### config.mk
export PLATFORM = sky130hd
export DESIGN_NAME = sfp_socket_ctrl
export DESIGN_NICKNAME = d
export VERILOG_FILES = /design/src/rtl/sfp_pkg.sv /design/src/rtl/sfp_socket_ctrl.sv
export SDC_FILE = /design/constraint.sdc
export NUM_CORES = 1
export LEC_CHECK = 0
export BUFFER_PORTS_ARGS = -buffer_cell sky130_fd_sc_hd__buf_2
export CORE_ASPECT_RATIO = 0.7
export CORE_UTILIZATION = 51
export CTS_BUF_LIST = sky130_fd_sc_hd__clkbuf_8 sky130_fd_sc_hd__clkbuf_16
export DETAILED_ROUTE_END_ITERATION = 10
export GPL_TIMING_DRIVEN = 0
export MAX_ROUTING_LAYER = met4
export PLACE_DENSITY = 0.82
export SYNTH_ARGS = -nofsm -noshare
export SYNTH_HDL_FRONTEND = slang
export SYNTH_SLANG_ARGS = --single-unit
### constraint.sdc
create_clock -name core_clk_i -period 2.6 [get_ports core_clk_i]
set_input_delay 0.52 -clock core_clk_i [delete_from_list [all_inputs] [get_ports core_clk_i]]
set_output_delay 0.52 -clock core_clk_i [all_outputs]
set_load 0.03 [all_outputs]
### src/rtl/sfp_pkg.sv
/*
 Package for the socket force and power control block: offsets, field positions, reset values.
 Assumes a single clock domain and the plain register port of the block.
*/
`default_nettype none
package sfp_pkg;
	// Register offsets (byte addresses)
	localparam logic [7:0] FORCE_OFS = 8'h0C;
	localparam logic [7:0] CTRL_OFS = 8'h10;
	localparam logic [7:0] STATE_OFS = 8'h08;
	localparam logic [7:0] INT_STAT_OFS = 8'h20;
	localparam logic [7:0] INT_EN_OFS = 8'h24;
	localparam logic [7:0] INT_CLR_OFS = 8'h28;
	// Force register bit positions
	localparam int F_NOTCARD = 7;
	localparam int F_DATALOST = 8;
	localparam int F_BADVCC = 9;
	localparam int F_5V = 10;
	localparam int F_3V = 11;
	localparam int F_RETEST = 14;
	localparam int F_VIDEO = 27;
	// Present state bit positions
	localparam int S_NOTCARD = 7;
	localparam int S_DATALOST = 8;
	localparam int S_BADVCC = 9;
	localparam int S_5V = 10;
	localparam int S_3V = 11;
	localparam int S_LOCK = 13;
	localparam int S_BUSY = 14;
	localparam int S_CARD = 15;
	localparam int S_VIDEO = 27;
	// Control register fields
	localparam int C_CORE_LSB = 0;
	localparam int C_MAIN_LSB = 4;
	localparam int C_CORE_W = 3;
	localparam int C_MAIN_W = 3;
	// Interrupt status bits
	localparam int I_INSERT = 0;
	localparam int I_DETDONE = 1;
	localparam int I_LOCK = 2;
	localparam int I_W = 3;
	// Reset values and counts
	localparam logic [31:0] ZERO32 = 32'h0000_0000;
	localparam logic [2:0] DET_CYCLES = 3'h4;
	typedef enum logic [1:0] {DET_IDLE, DET_WAIT, DET_LATCH} sfp_det_t;
endpackage
`default_nettype wire

### src/rtl/sfp_socket_ctrl.sv
/*
 Socket force and socket control registers with voltage detection and interrupts.
 Assumes a plain register port synchronous to core_clk_i; sense and detect lines are synchronous.
*/
`default_nettype none
module sfp_socket_ctrl (
	// Clock, reset, enable
	input wire logic core_clk_i,
	input wire logic rst_i,
	input wire logic ce_i,
	// Register port
	input wire logic [7:0] addr_i,
	input wire logic [31:0] wdata_i,
	input wire logic wr_i,
	input wire logic rd_i,
	output logic [31:0] rdata_o,
	// Socket lines
	input wire logic [1:0] voltage_sense_lines_i,
	input wire logic [1:0] card_detect_lines_i,
	// Supply switch outputs
	output logic [2:0] main_supply_o,
	output logic [2:0] core_supply_o,
	// Interrupt
	output logic irq_o
);
	localparam int I_W_LOC = sfp_pkg::I_W;
	logic [31:0] state_ff;
	logic [5:0] ctrl_ff;
	logic lock_ff;
	logic [I_W_LOC-1:0] ist_ff;
	logic [I_W_LOC-1:0] ien_ff;
	logic card_ff;
	logic [2:0] det_cnt_ff;
	logic [31:0] rdata_ff;
	sfp_pkg::sfp_det_t det_ff;

	logic card_now;
	logic wr_force;
	logic wr_ctrl;
	logic start_det;
	logic det_done;
	logic insert_evt;
	logic lock_evt;
	logic [31:0] fw;

	function automatic logic hit(input logic [7:0] a, input logic [7:0] ofs);
		hit = (a == ofs);
	endfunction

	assign card_now = (card_detect_lines_i == 2'h0);
	assign fw = wdata_i;
	assign wr_force = wr_i && hit(addr_i, sfp_pkg::FORCE_OFS);
	assign wr_ctrl = wr_i && hit(addr_i, sfp_pkg::CTRL_OFS);
	assign insert_evt = card_now && !card_ff;
	assign start_det = (wr_force && fw[sfp_pkg::F_RETEST]) || insert_evt;
	assign det_done = (det_ff == sfp_pkg::DET_LATCH);
	assign lock_evt = wr_force && (fw[sfp_pkg::F_5V] || fw[sfp_pkg::F_3V]);

	// Card presence tracking
	always_ff @(posedge core_clk_i) begin
		if (rst_i) begin
			card_ff <= 1'b0;
		end else if (ce_i) begin
			card_ff <= card_now;
		end
	end

	// Detection sequence
	always_ff @(posedge core_clk_i) begin
		if (rst_i) begin
			det_ff <= sfp_pkg::DET_IDLE;
			det_cnt_ff <= 3'h0;
		end else if (ce_i) begin
			case (det_ff)
				sfp_pkg::DET_IDLE: begin
					if (start_det) begin
						det_ff <= sfp_pkg::DET_WAIT;
						det_cnt_ff <= sfp_pkg::DET_CYCLES;
					end
				end
				sfp_pkg::DET_WAIT: begin
					if (det_cnt_ff == 3'h1) begin
						det_ff <= sfp_pkg::DET_LATCH;
					end
					det_cnt_ff <= det_cnt_ff - 3'h1;
				end
				sfp_pkg::DET_LATCH: begin
					det_ff <= sfp_pkg::DET_IDLE;
				end
				default: begin
					det_ff <= sfp_pkg::DET_IDLE;
				end
			endcase
		end
	end

	// Power-up lockout
	always_ff @(posedge core_clk_i) begin
		if (rst_i) begin
			lock_ff <= 1'b0;
		end else if (ce_i) begin
			if (lock_evt) begin
				lock_ff <= 1'b1;
			end else if (det_done) begin
				lock_ff <= 1'b0;
			end
		end
	end

	// Present state flags set by force writes and detection
	always_ff @(posedge core_clk_i) begin
		if (rst_i) begin
			state_ff <= sfp_pkg::ZERO32;
		end else if (ce_i) begin
			if (det_done) begin
				state_ff[sfp_pkg::S_5V] <= !voltage_sense_lines_i[0];
				state_ff[sfp_pkg::S_3V] <= 1'b1;
				state_ff[sfp_pkg::S_NOTCARD] <= !card_now;
			end
			if (wr_force) begin
				if (fw[sfp_pkg::F_NOTCARD] && !card_now) begin
					state_ff[sfp_pkg::S_NOTCARD] <= 1'b1;
				end
				if (fw[sfp_pkg::F_DATALOST]) begin
					state_ff[sfp_pkg::S_DATALOST] <= 1'b1;
				end
				if (fw[sfp_pkg::F_BADVCC]) begin
					state_ff[sfp_pkg::S_BADVCC] <= 1'b1;
				end
				if (fw[sfp_pkg::F_5V]) begin
					state_ff[sfp_pkg::S_5V] <= 1'b1;
				end
				if (fw[sfp_pkg::F_3V]) begin
					state_ff[sfp_pkg::S_3V] <= 1'b1;
				end
				state_ff[sfp_pkg::S_VIDEO] <= fw[sfp_pkg::F_VIDEO];
			end
		end
	end

	// Socket control register
	always_ff @(posedge core_clk_i) begin
		if (rst_i) begin
			ctrl_ff <= 6'h00;
		end else if (ce_i && wr_ctrl) begin
			ctrl_ff[2:0] <= wdata_i[sfp_pkg::C_CORE_LSB +: sfp_pkg::C_CORE_W];
			ctrl_ff[5:3] <= wdata_i[sfp_pkg::C_MAIN_LSB +: sfp_pkg::C_MAIN_W];
		end
	end

	// Supply outputs held off while locked
	always_ff @(posedge core_clk_i) begin
		if (rst_i) begin
			main_supply_o <= 3'h0;
			core_supply_o <= 3'h0;
		end else if (ce_i) begin
			main_supply_o <= lock_ff ? 3'h0 : ctrl_ff[5:3];
			core_supply_o <= lock_ff ? 3'h0 : ctrl_ff[2:0];
		end
	end

	// Interrupt status, enable and clear; set wins over clear
	always_ff @(posedge core_clk_i) begin
		if (rst_i) begin
			ist_ff <= '0;
			ien_ff <= '0;
		end else if (ce_i) begin
			if (wr_i && hit(addr_i, sfp_pkg::INT_EN_OFS)) begin
				ien_ff <= wdata_i[I_W_LOC-1:0];
			end
			ist_ff <= (ist_ff & ~((wr_i && hit(addr_i, sfp_pkg::INT_CLR_OFS)) ? wdata_i[I_W_LOC-1:0] : '0))
				| {lock_evt, det_done, insert_evt};
		end
	end

	assign irq_o = |(ist_ff & ien_ff);

	// Read data, one cycle after the strobe
	always_ff @(posedge core_clk_i) begin
		if (rst_i) begin
			rdata_ff <= sfp_pkg::ZERO32;
		end else if (ce_i) begin
			rdata_ff <= sfp_pkg::ZERO32;
			if (rd_i) begin
				if (hit(addr_i, sfp_pkg::CTRL_OFS)) begin
					rdata_ff[sfp_pkg::C_CORE_LSB +: sfp_pkg::C_CORE_W] <= ctrl_ff[2:0];
					rdata_ff[sfp_pkg::C_MAIN_LSB +: sfp_pkg::C_MAIN_W] <= ctrl_ff[5:3];
				end else if (hit(addr_i, sfp_pkg::STATE_OFS)) begin
					rdata_ff <= state_ff;
					rdata_ff[sfp_pkg::S_LOCK] <= lock_ff;
					rdata_ff[sfp_pkg::S_BUSY] <= (det_ff != sfp_pkg::DET_IDLE);
					rdata_ff[sfp_pkg::S_CARD] <= card_now;
				end else if (hit(addr_i, sfp_pkg::INT_STAT_OFS)) begin
					rdata_ff[I_W_LOC-1:0] <= ist_ff;
				end else if (hit(addr_i, sfp_pkg::INT_EN_OFS)) begin
					rdata_ff[I_W_LOC-1:0] <= ien_ff;
				end
			end
		end
	end

	assign rdata_o = rdata_ff;
endmodule
`default_nettype wire

==> qor.yml, run 1 <==
track_usage_pct: 23.19
slowest_delay_ns: 0.56
grt_setup_unrepaired: "false"
synth_cells: 231
synth_cell_types: 41
die_height_um: 55.36
critPathArrivalTime_ns: 2.09
synth_top_cell_by_area: "dfxtp_1"
status: "finished, final reports clean"
crit_chain: "buf_2, nor4_2, nand4_1, mux2i_1, nor2_1"
placed_area_um2: 2442
dp_hpwl_um: 3606
worstSetupEndpointType: "flip-flop"
maxCapViolCount: 0
path_class: "input port to flip-flop"
design_area_um2: 2552
grt_overflow: 0
diodes: 0
post-route-period-util_pct: 74.03
ys.flop_type: "dfxtp_1"
gp_congestion: 0.8479
nNetsFinal: 354
grt_max_degree: 15
cts_buffers: 5
hp-class: "input port to flip-flop"
coreArea_um2: 3694
tightest_slew_ns: 0.5881
slew_violations: 0
final_layout_size_suffix_gt1_share_pct: 26.64
yosys_warnings: 0
cts.clk_slew.worst_paths_ns: 0.09
clk_latency_ns: 0.30
critPathLaunchType: "input port"
first_pass_iters: 5
power_density_nw_per_um2: 545.5
worstPathRequired_ns: 2.76
synth_commonest_cells: "dfxtp_1, nor2_1, buf_4, a22oi_1, mux2i_1"
io_pins: 88
io_buffers: 49
syn_area_um2: 2074
avgSynthCellArea_um2: 8.980
initial_core_util_pct: 56.17
finalSetupViolCount: 0
cp_max_fo: 7
wire_per_inst_um: 13.22
clockRootBuffer: "clkbuf_8"
slowest_stage: "nor4_2"
tritoncts: "built"
synth_most_common_cell: "dfxtp_1"
clock_sinks: 46
row_count: 18
finalHoldViolCount: 0
synth-seq-area-share_pct: 44.39
ys_ff_latch: 46
met1Wirelength_um: 2269
ant_nets: 0
grt_pass1_vias: 1544
ir_drop_uv: 322.1
hold_buffers: 0
p_leak_nw: 1.188
pre_cts_ws_ns: 0.3762
post-route-min-period_ns: 1.925
wl_met3_um: 360
slew_headroom_pct: 60.47
grt_pass1_wl_um: 7527
die_x_um: 78.23
dieArea_um2: 4331
wl_met2_um: 1975
area_delta_synth_final_pct: 23.04
synth_edf_count: 0
synth_area_leaders: "dfxtp_1, mux2i_1, nor2_1"
highest_layer: "met4"
cts_resized: 0
drc_errors: 0
drtIter0Drc: 164
async_flop_share_pct: 0
cts_setup_buffers: 0
finalWirelength_um: 4679
antenna_found_initial: 0
vias_per_cell: 5.195
final.setup.worst_slack_ns: 0.6752
vias: 1839
cts.path.max_buffers: 2
skew_ns: 0.01150
totalNegativeSetupSlack_ns: 0
synth_top_area_share_pct: 44.39
htreeDepth: 2
fmax_mhz: 519.5
[flip-flops by register name, summed over array words and instances, names as in the netlist]
| signal | flops |
|---|---|
| card_ff | 1 |
| state_ff | 6 |
| ctrl_ff | 6 |
| det_ff | 2 |
| main_supply_o | 3 |
| ien_ff | 3 |
| core_supply_o | 3 |
| rdata_o | 15 |
| ist_ff | 3 |
| lock_ff | 1 |
| det_cnt_ff | 3 |
[layer usage]
metal | GRT usage (%) | up-vias
met4 | 9.259 | 0
met2 | 31.20 | 78
met3 | 4.959 | 7
li1 | - | 932
met1 | 33.37 | 822
met5 | - | -
[critical path, delay by kind of cell]
| kind | cells | cell delay (ns) |
|---|---|---|
| multiplexers | 1 | 0.29 |
| AND/OR/NAND/NOR | 3 | 1.17 |
| buffers and inverters | 1 | 0.11 |
[cell families (layout without fill, tap and decap cells)]
family	Yosys count	count (layout)	synth area share, %
other	1	17	0.1808
flip-flops	46	46	44.39
multiplexers	14	14	6.755
AO/OA/AOI/OAI	47	47	16.16
adder cells (fa/ha/maj)	2	2	1.206
AND/OR/NAND/NOR	85	85	21.65
buffers and inverters	36	93	9.650
[worst paths after layout]
kind	to	depth (start not counted)	slack (ns)	from
worst max-delay path	ctrl_ff[5]	5	0.68	addr_i[7]
worst min-delay path	state_ff[9]	2	0.42	wdata_i[9]
worst max register to register	det_cnt_ff[2]	4	1.18	card_ff
worst min register to register	rdata_o[4]	2	0.47	rdata_o[4]
[metrics by stage]
step	cells	hold slack (ns)	util [%]	total power, mW
floorplan	247	0.4439	-	0.8397
global placement	346	0.4490	66.12	0.8832
detailed placement	346	0.4558	66.12	0.8848
CTS	354	0.4192	69.11	1.395
global route	354	0.4246	69.11	1.446
finish	354	0.4240	69.11	1.392
[layout make-up]
class                   count  area (um^2)
multi-input cells         165         1013
clock inverters             3        41.29
clock buffers               5        68.82
flip-flops and latches     46        920.9
repair buffers             49        245.2
plain buffers              28        170.2
fillers                   324         1141
well taps                  50        62.56
inverters                   8        30.03
[report_power, final]
group	leakage, nW	internal (mW)	total [mW]	switching (mW)
combinational	0.761	0.0560	0.157	0.101
sequential	0.371	0.711	0.715	0.00401
clock	0.0556	0.283	0.521	0.238
total	1.19	1.05	1.39	0.343
[layout by cell type, fill, tap and decap left out, types with 6 or more instances in the layout]
master,instances
a21oi_1,6
a22oi_1,14
buf_2,50
buf_4,17
clkbuf_1,10
conb_1,17
dfxtp_1,46
inv_1,8
mux2i_1,14
nand2_1,13
nand4_1,7
nor2_1,37
o21ai_0,8
Power figures use the tool's default switching activity.
==> run 2, diff against run 1 <==
Settings changed: ABC_AREA set to 1, CORE_UTILIZATION 51 to 48, PLACE_DENSITY 0.82 to 0.76.
Clock period 2.6 ns to 1.8 ns, I/O delays scaled along.
==> run 2 against run 1 <==
  * Final cell count is 23% higher
  * Count of clock-buffer cells in the layout stayed put
  * Die area is 14% higher
  * Cell area up 5.7%
  * Total power grew 45%
  * Global-route usage fell by 0.13 points
  * Utilization is 7.9 points lower
  * Clock skew shrank 0.0034 ns
  * Sequential power up 44%
  * Synthesized area rose by 7.4%
  * Register-to-register slack lost 0.62 ns
  * Largest cell class unchanged
==> qor.yml, run 2 <==
status: "finished, final reports clean"  # unchanged
vias_per_cell: 4.872  # was 5.195
synth-seq-area-share_pct: 41.35  # was 44.39%
initial_core_util_pct: 50.57  # was 56.17%
rr_worst_depth: 6  # was 4
clock_sinks: 46  # unchanged
synth_top_cell_by_area: "dfxtp_1"  # unchanged
drc_errors: 0  # unchanged
p_leak_nw: 1.298  # was 1.188 nW
startpoint: "ist_ff[0]"  # was addr_i[7]
p_total_mw: 2.019  # was 1.392 mW
largest_register_ffs: 15  # unchanged
finalWirelength_um: 5085  # was 4679 um
worstSetupEndpointType: "primary output"  # was flip-flop
grt_max_degree: 14  # was 15
cts.clk_slew.worst_paths_ns: 0.09  # about the same
min_delay_path_depth: 3  # was 2
power.switching_mw: 0.5086  # was 0.3428 mW
grt_pass1_wl_um: 8673  # was 7527 um
crit-reg2reg-launch: "det_cnt_ff[0]"  # was card_ff
final_common_cell: "nand2_1"  # was buf_2
die_height_um: 58.99  # was 55.36 um
post-route-period-util_pct: 77.15
pre_cts_ws_ns: 0.4144  # was 0.3762 ns
dp_hpwl_um: 3872  # was 3606 um
cts_resized: 0  # unchanged
synth_edf_count: 0  # unchanged
cts_setup_buffers: 0  # unchanged
nNetsFinal: 432  # was 354
pwr-share-comb_pct: 11.9  # was 11.2%
finalSetupViolCount: 0  # unchanged
path_class: "flip-flop to primary output"  # was input port to flip-flop
wire_per_inst_um: 11.64  # was 13.22 um
n_fill_cell: 418  # was 324
grt_overflow: 0  # unchanged
grt_setup_unrepaired: "false"  # unchanged
synth_cells: 311  # was 231
dieArea_um2: 4921  # was 4331 um^2
tritoncts: "built"  # unchanged
totalNegativeSetupSlack_ns: 0  # unchanged
die_x_um: 83.42  # was 78.23 um
seq_power_share_pct: 51.1  # was 51.3%
ff2ff_setup_slack_ns: 0.56  # was 1.18 ns
maxCapViolCount: 0  # unchanged
critPathLaunchType: "flip-flop"  # was input port
coreArea_um2: 4404  # was 3694 um^2
grt_pass1_vias: 1903  # was 1544
diodes: 0  # unchanged
vias: 2129  # was 1839
reg2reg_to: "det_cnt_ff[1]"  # was det_cnt_ff[2]
critPathArrivalTime_ns: 1.03  # was 2.09 ns
area_delta_synth_final_pct: 21.12  # was 23.04%
io_buffers: 47  # was 49
cts_buffers: 5  # unchanged
worstPathRequired_ns: 1.44  # was 2.76 ns
holdCritStartpoint: "wdata_i[27]"  # was wdata_i[9]
clockRootBuffer: "clkbuf_8"  # unchanged
intPower_mw: 1.510  # was 1.049 mW
ant_nets: 0  # unchanged
finalHoldViolCount: 0  # unchanged
final_layout_size_suffix_gt1_share_pct: 28.01  # was 26.64%
cp_max_fo: 3  # was 7
synth_commonest_cells: "nand2_1, dfxtp_1, a21oi_1, nand3_1, nor2_1"  # was dfxtp_1, nor2_1, buf_4, a22oi_1, mux2i_1
ys.flop_type: "dfxtp_1"  # unchanged
yosys_warnings: 0  # unchanged
ir_drop_uv: 530.6  # was 322.1 uV
avgSynthCellArea_um2: 7.161  # was 8.980 um^2
gp_congestion: 0.8811  # was 0.8479
final.setup.worst_slack_ns: 0.4112  # was 0.6752 ns
synth_most_common_cell: "nand2_1"  # was dfxtp_1
power_density_nw_per_um2: 748.4  # was 545.5 nW/um^2
first_pass_iters: 4  # was 5
syn_area_um2: 2227  # was 2074 um^2
swShare_pct: 25.19  # was 24.62%
min_to: "state_ff[27]"  # was state_ff[9]
drtIter0Drc: 213  # was 164
cts.path.max_buffers: 2  # unchanged
fmax_mhz: 720.1
synth_area_leaders: "dfxtp_1, nand2_1, a21oi_1"  # was dfxtp_1, mux2i_1, nor2_1
hold_buffers: 0  # unchanged
slew_violations: 0  # unchanged
synth_top_area_share_pct: 41.35  # was 44.39%
async_flop_share_pct: 0  # unchanged
antenna_found_initial: 0  # unchanged
skew_ns: 0.008051  # was 0.01150 ns
htreeDepth: 2  # unchanged
power_frac_clock_pct: 37.0  # was 37.4%
ys_ff_latch: 46  # unchanged
row_count: 20  # was 18
layout_common_cells: "nand2_1, buf_2, dfxtp_1, a21oi_1, inv_1"  # was buf_2, dfxtp_1, nor2_1, buf_4, conb_1
clk_latency_ns: 0.30  # about the same
post-route-min-period_ns: 1.389
track_usage_pct: 23.06  # was 23.19%
synth_cell_types: 26  # was 41
io_pins: 88  # unchanged
hp-class: "input port to flip-flop"  # unchanged
## run 2: changes by cell type in the layout (fill, tap and decap cells not counted), moves of 5 or more
cell	before	now
a21oi_1	6	42
a22oi_1	14	0
a32oi_1	5	0
clkbuf_1	10	4
inv_1	8	22
inv_2	0	13
mux2i_1	14	0
nand2_1	13	76
nand3_1	3	21
nor2_1	37	21
nor2b_1	5	0
o21ai_0	8	1
o21ai_1	2	13
## run 2: worst max path at each step
stage | end | depth (start not counted) | slack (ns)
floorplan | det_cnt_ff[1] | 6 | 0.63
global placement | ctrl_ff[3] | 9 | 0.45
detailed placement | rdata_o[13] | 8 | 0.41
CTS | irq_o | 3 | 0.40
global route | irq_o | 3 | 0.36
finish | irq_o | 3 | 0.41
## run 2: layer usage
metal / global-route usage, % / part of all wire [%]
met5: - / 0
met3: 4.735 / 5.9
met4: 4.116 / 0.41
met1: 32.06 / 48
met2: 35.48 / 45
## run 2: power groups by stage
stage,logic [mW],registers [mW],clock network [mW]
5_1_grt,0.266,1.03,0.803
6_report,0.241,1.03,0.746
3_3_place_gp,0.236,1.06,0
2_1_floorplan,0.177,1.05,0
3_5_place_dp,0.238,1.06,0
4_1_cts,0.239,1.03,0.755
## run 2: worst max-delay path, stage by stage (launching register included)
cell and delay (ns):
dfxtp_1 0.37, nand2_1 0.07, nand3_1 0.09, buf_2 0.20
## run 2: logic make-up after synthesis
| group | count (synthesis) | synth area share (%) |
|---|---|---|
| AND/OR/NAND/NOR | 143 | 30.22 |
| buffers and inverters | 60 | 13.54 |
| AO/OA/AOI/OAI | 59 | 13.60 |
| flip-flops | 46 | 41.35 |
| adder cells (fa/ha/maj) | 2 | 1.123 |
| other | 1 | 0.1684 |
## run 2: per-stage QoR
| stage | utilization (%) | cell area, um^2 | cells | hold slack [ns] |
|---|---|---|---|---|
| after CTS | 61.25 | 2698 | 437 | 0.2797 |
| final | 61.25 | 2698 | 437 | 0.2854 |
| after floorplan | - | 2287 | 327 | 0.4303 |
| after global routing | 61.25 | 2698 | 437 | 0.2948 |
| after detailed placement | 58.84 | 2591 | 429 | 0.4450 |
| after global placement | 58.84 | 2591 | 429 | 0.4404 |
## run 2: area by class of cell
class | count | area [um^2] | area share [%]
buffer | 27 | 177.7 | 6.586
clock buffer | 5 | 68.82 | 2.551
clock inverter | 3 | 37.54 | 1.391
inverter | 33 | 123.9 | 4.592
multi-input combinational | 221 | 1065 | 39.47
sequential | 46 | 920.9 | 34.14
tap | 55 | 68.82 | 2.551
timing repair buffer | 47 | 235.2 | 8.720
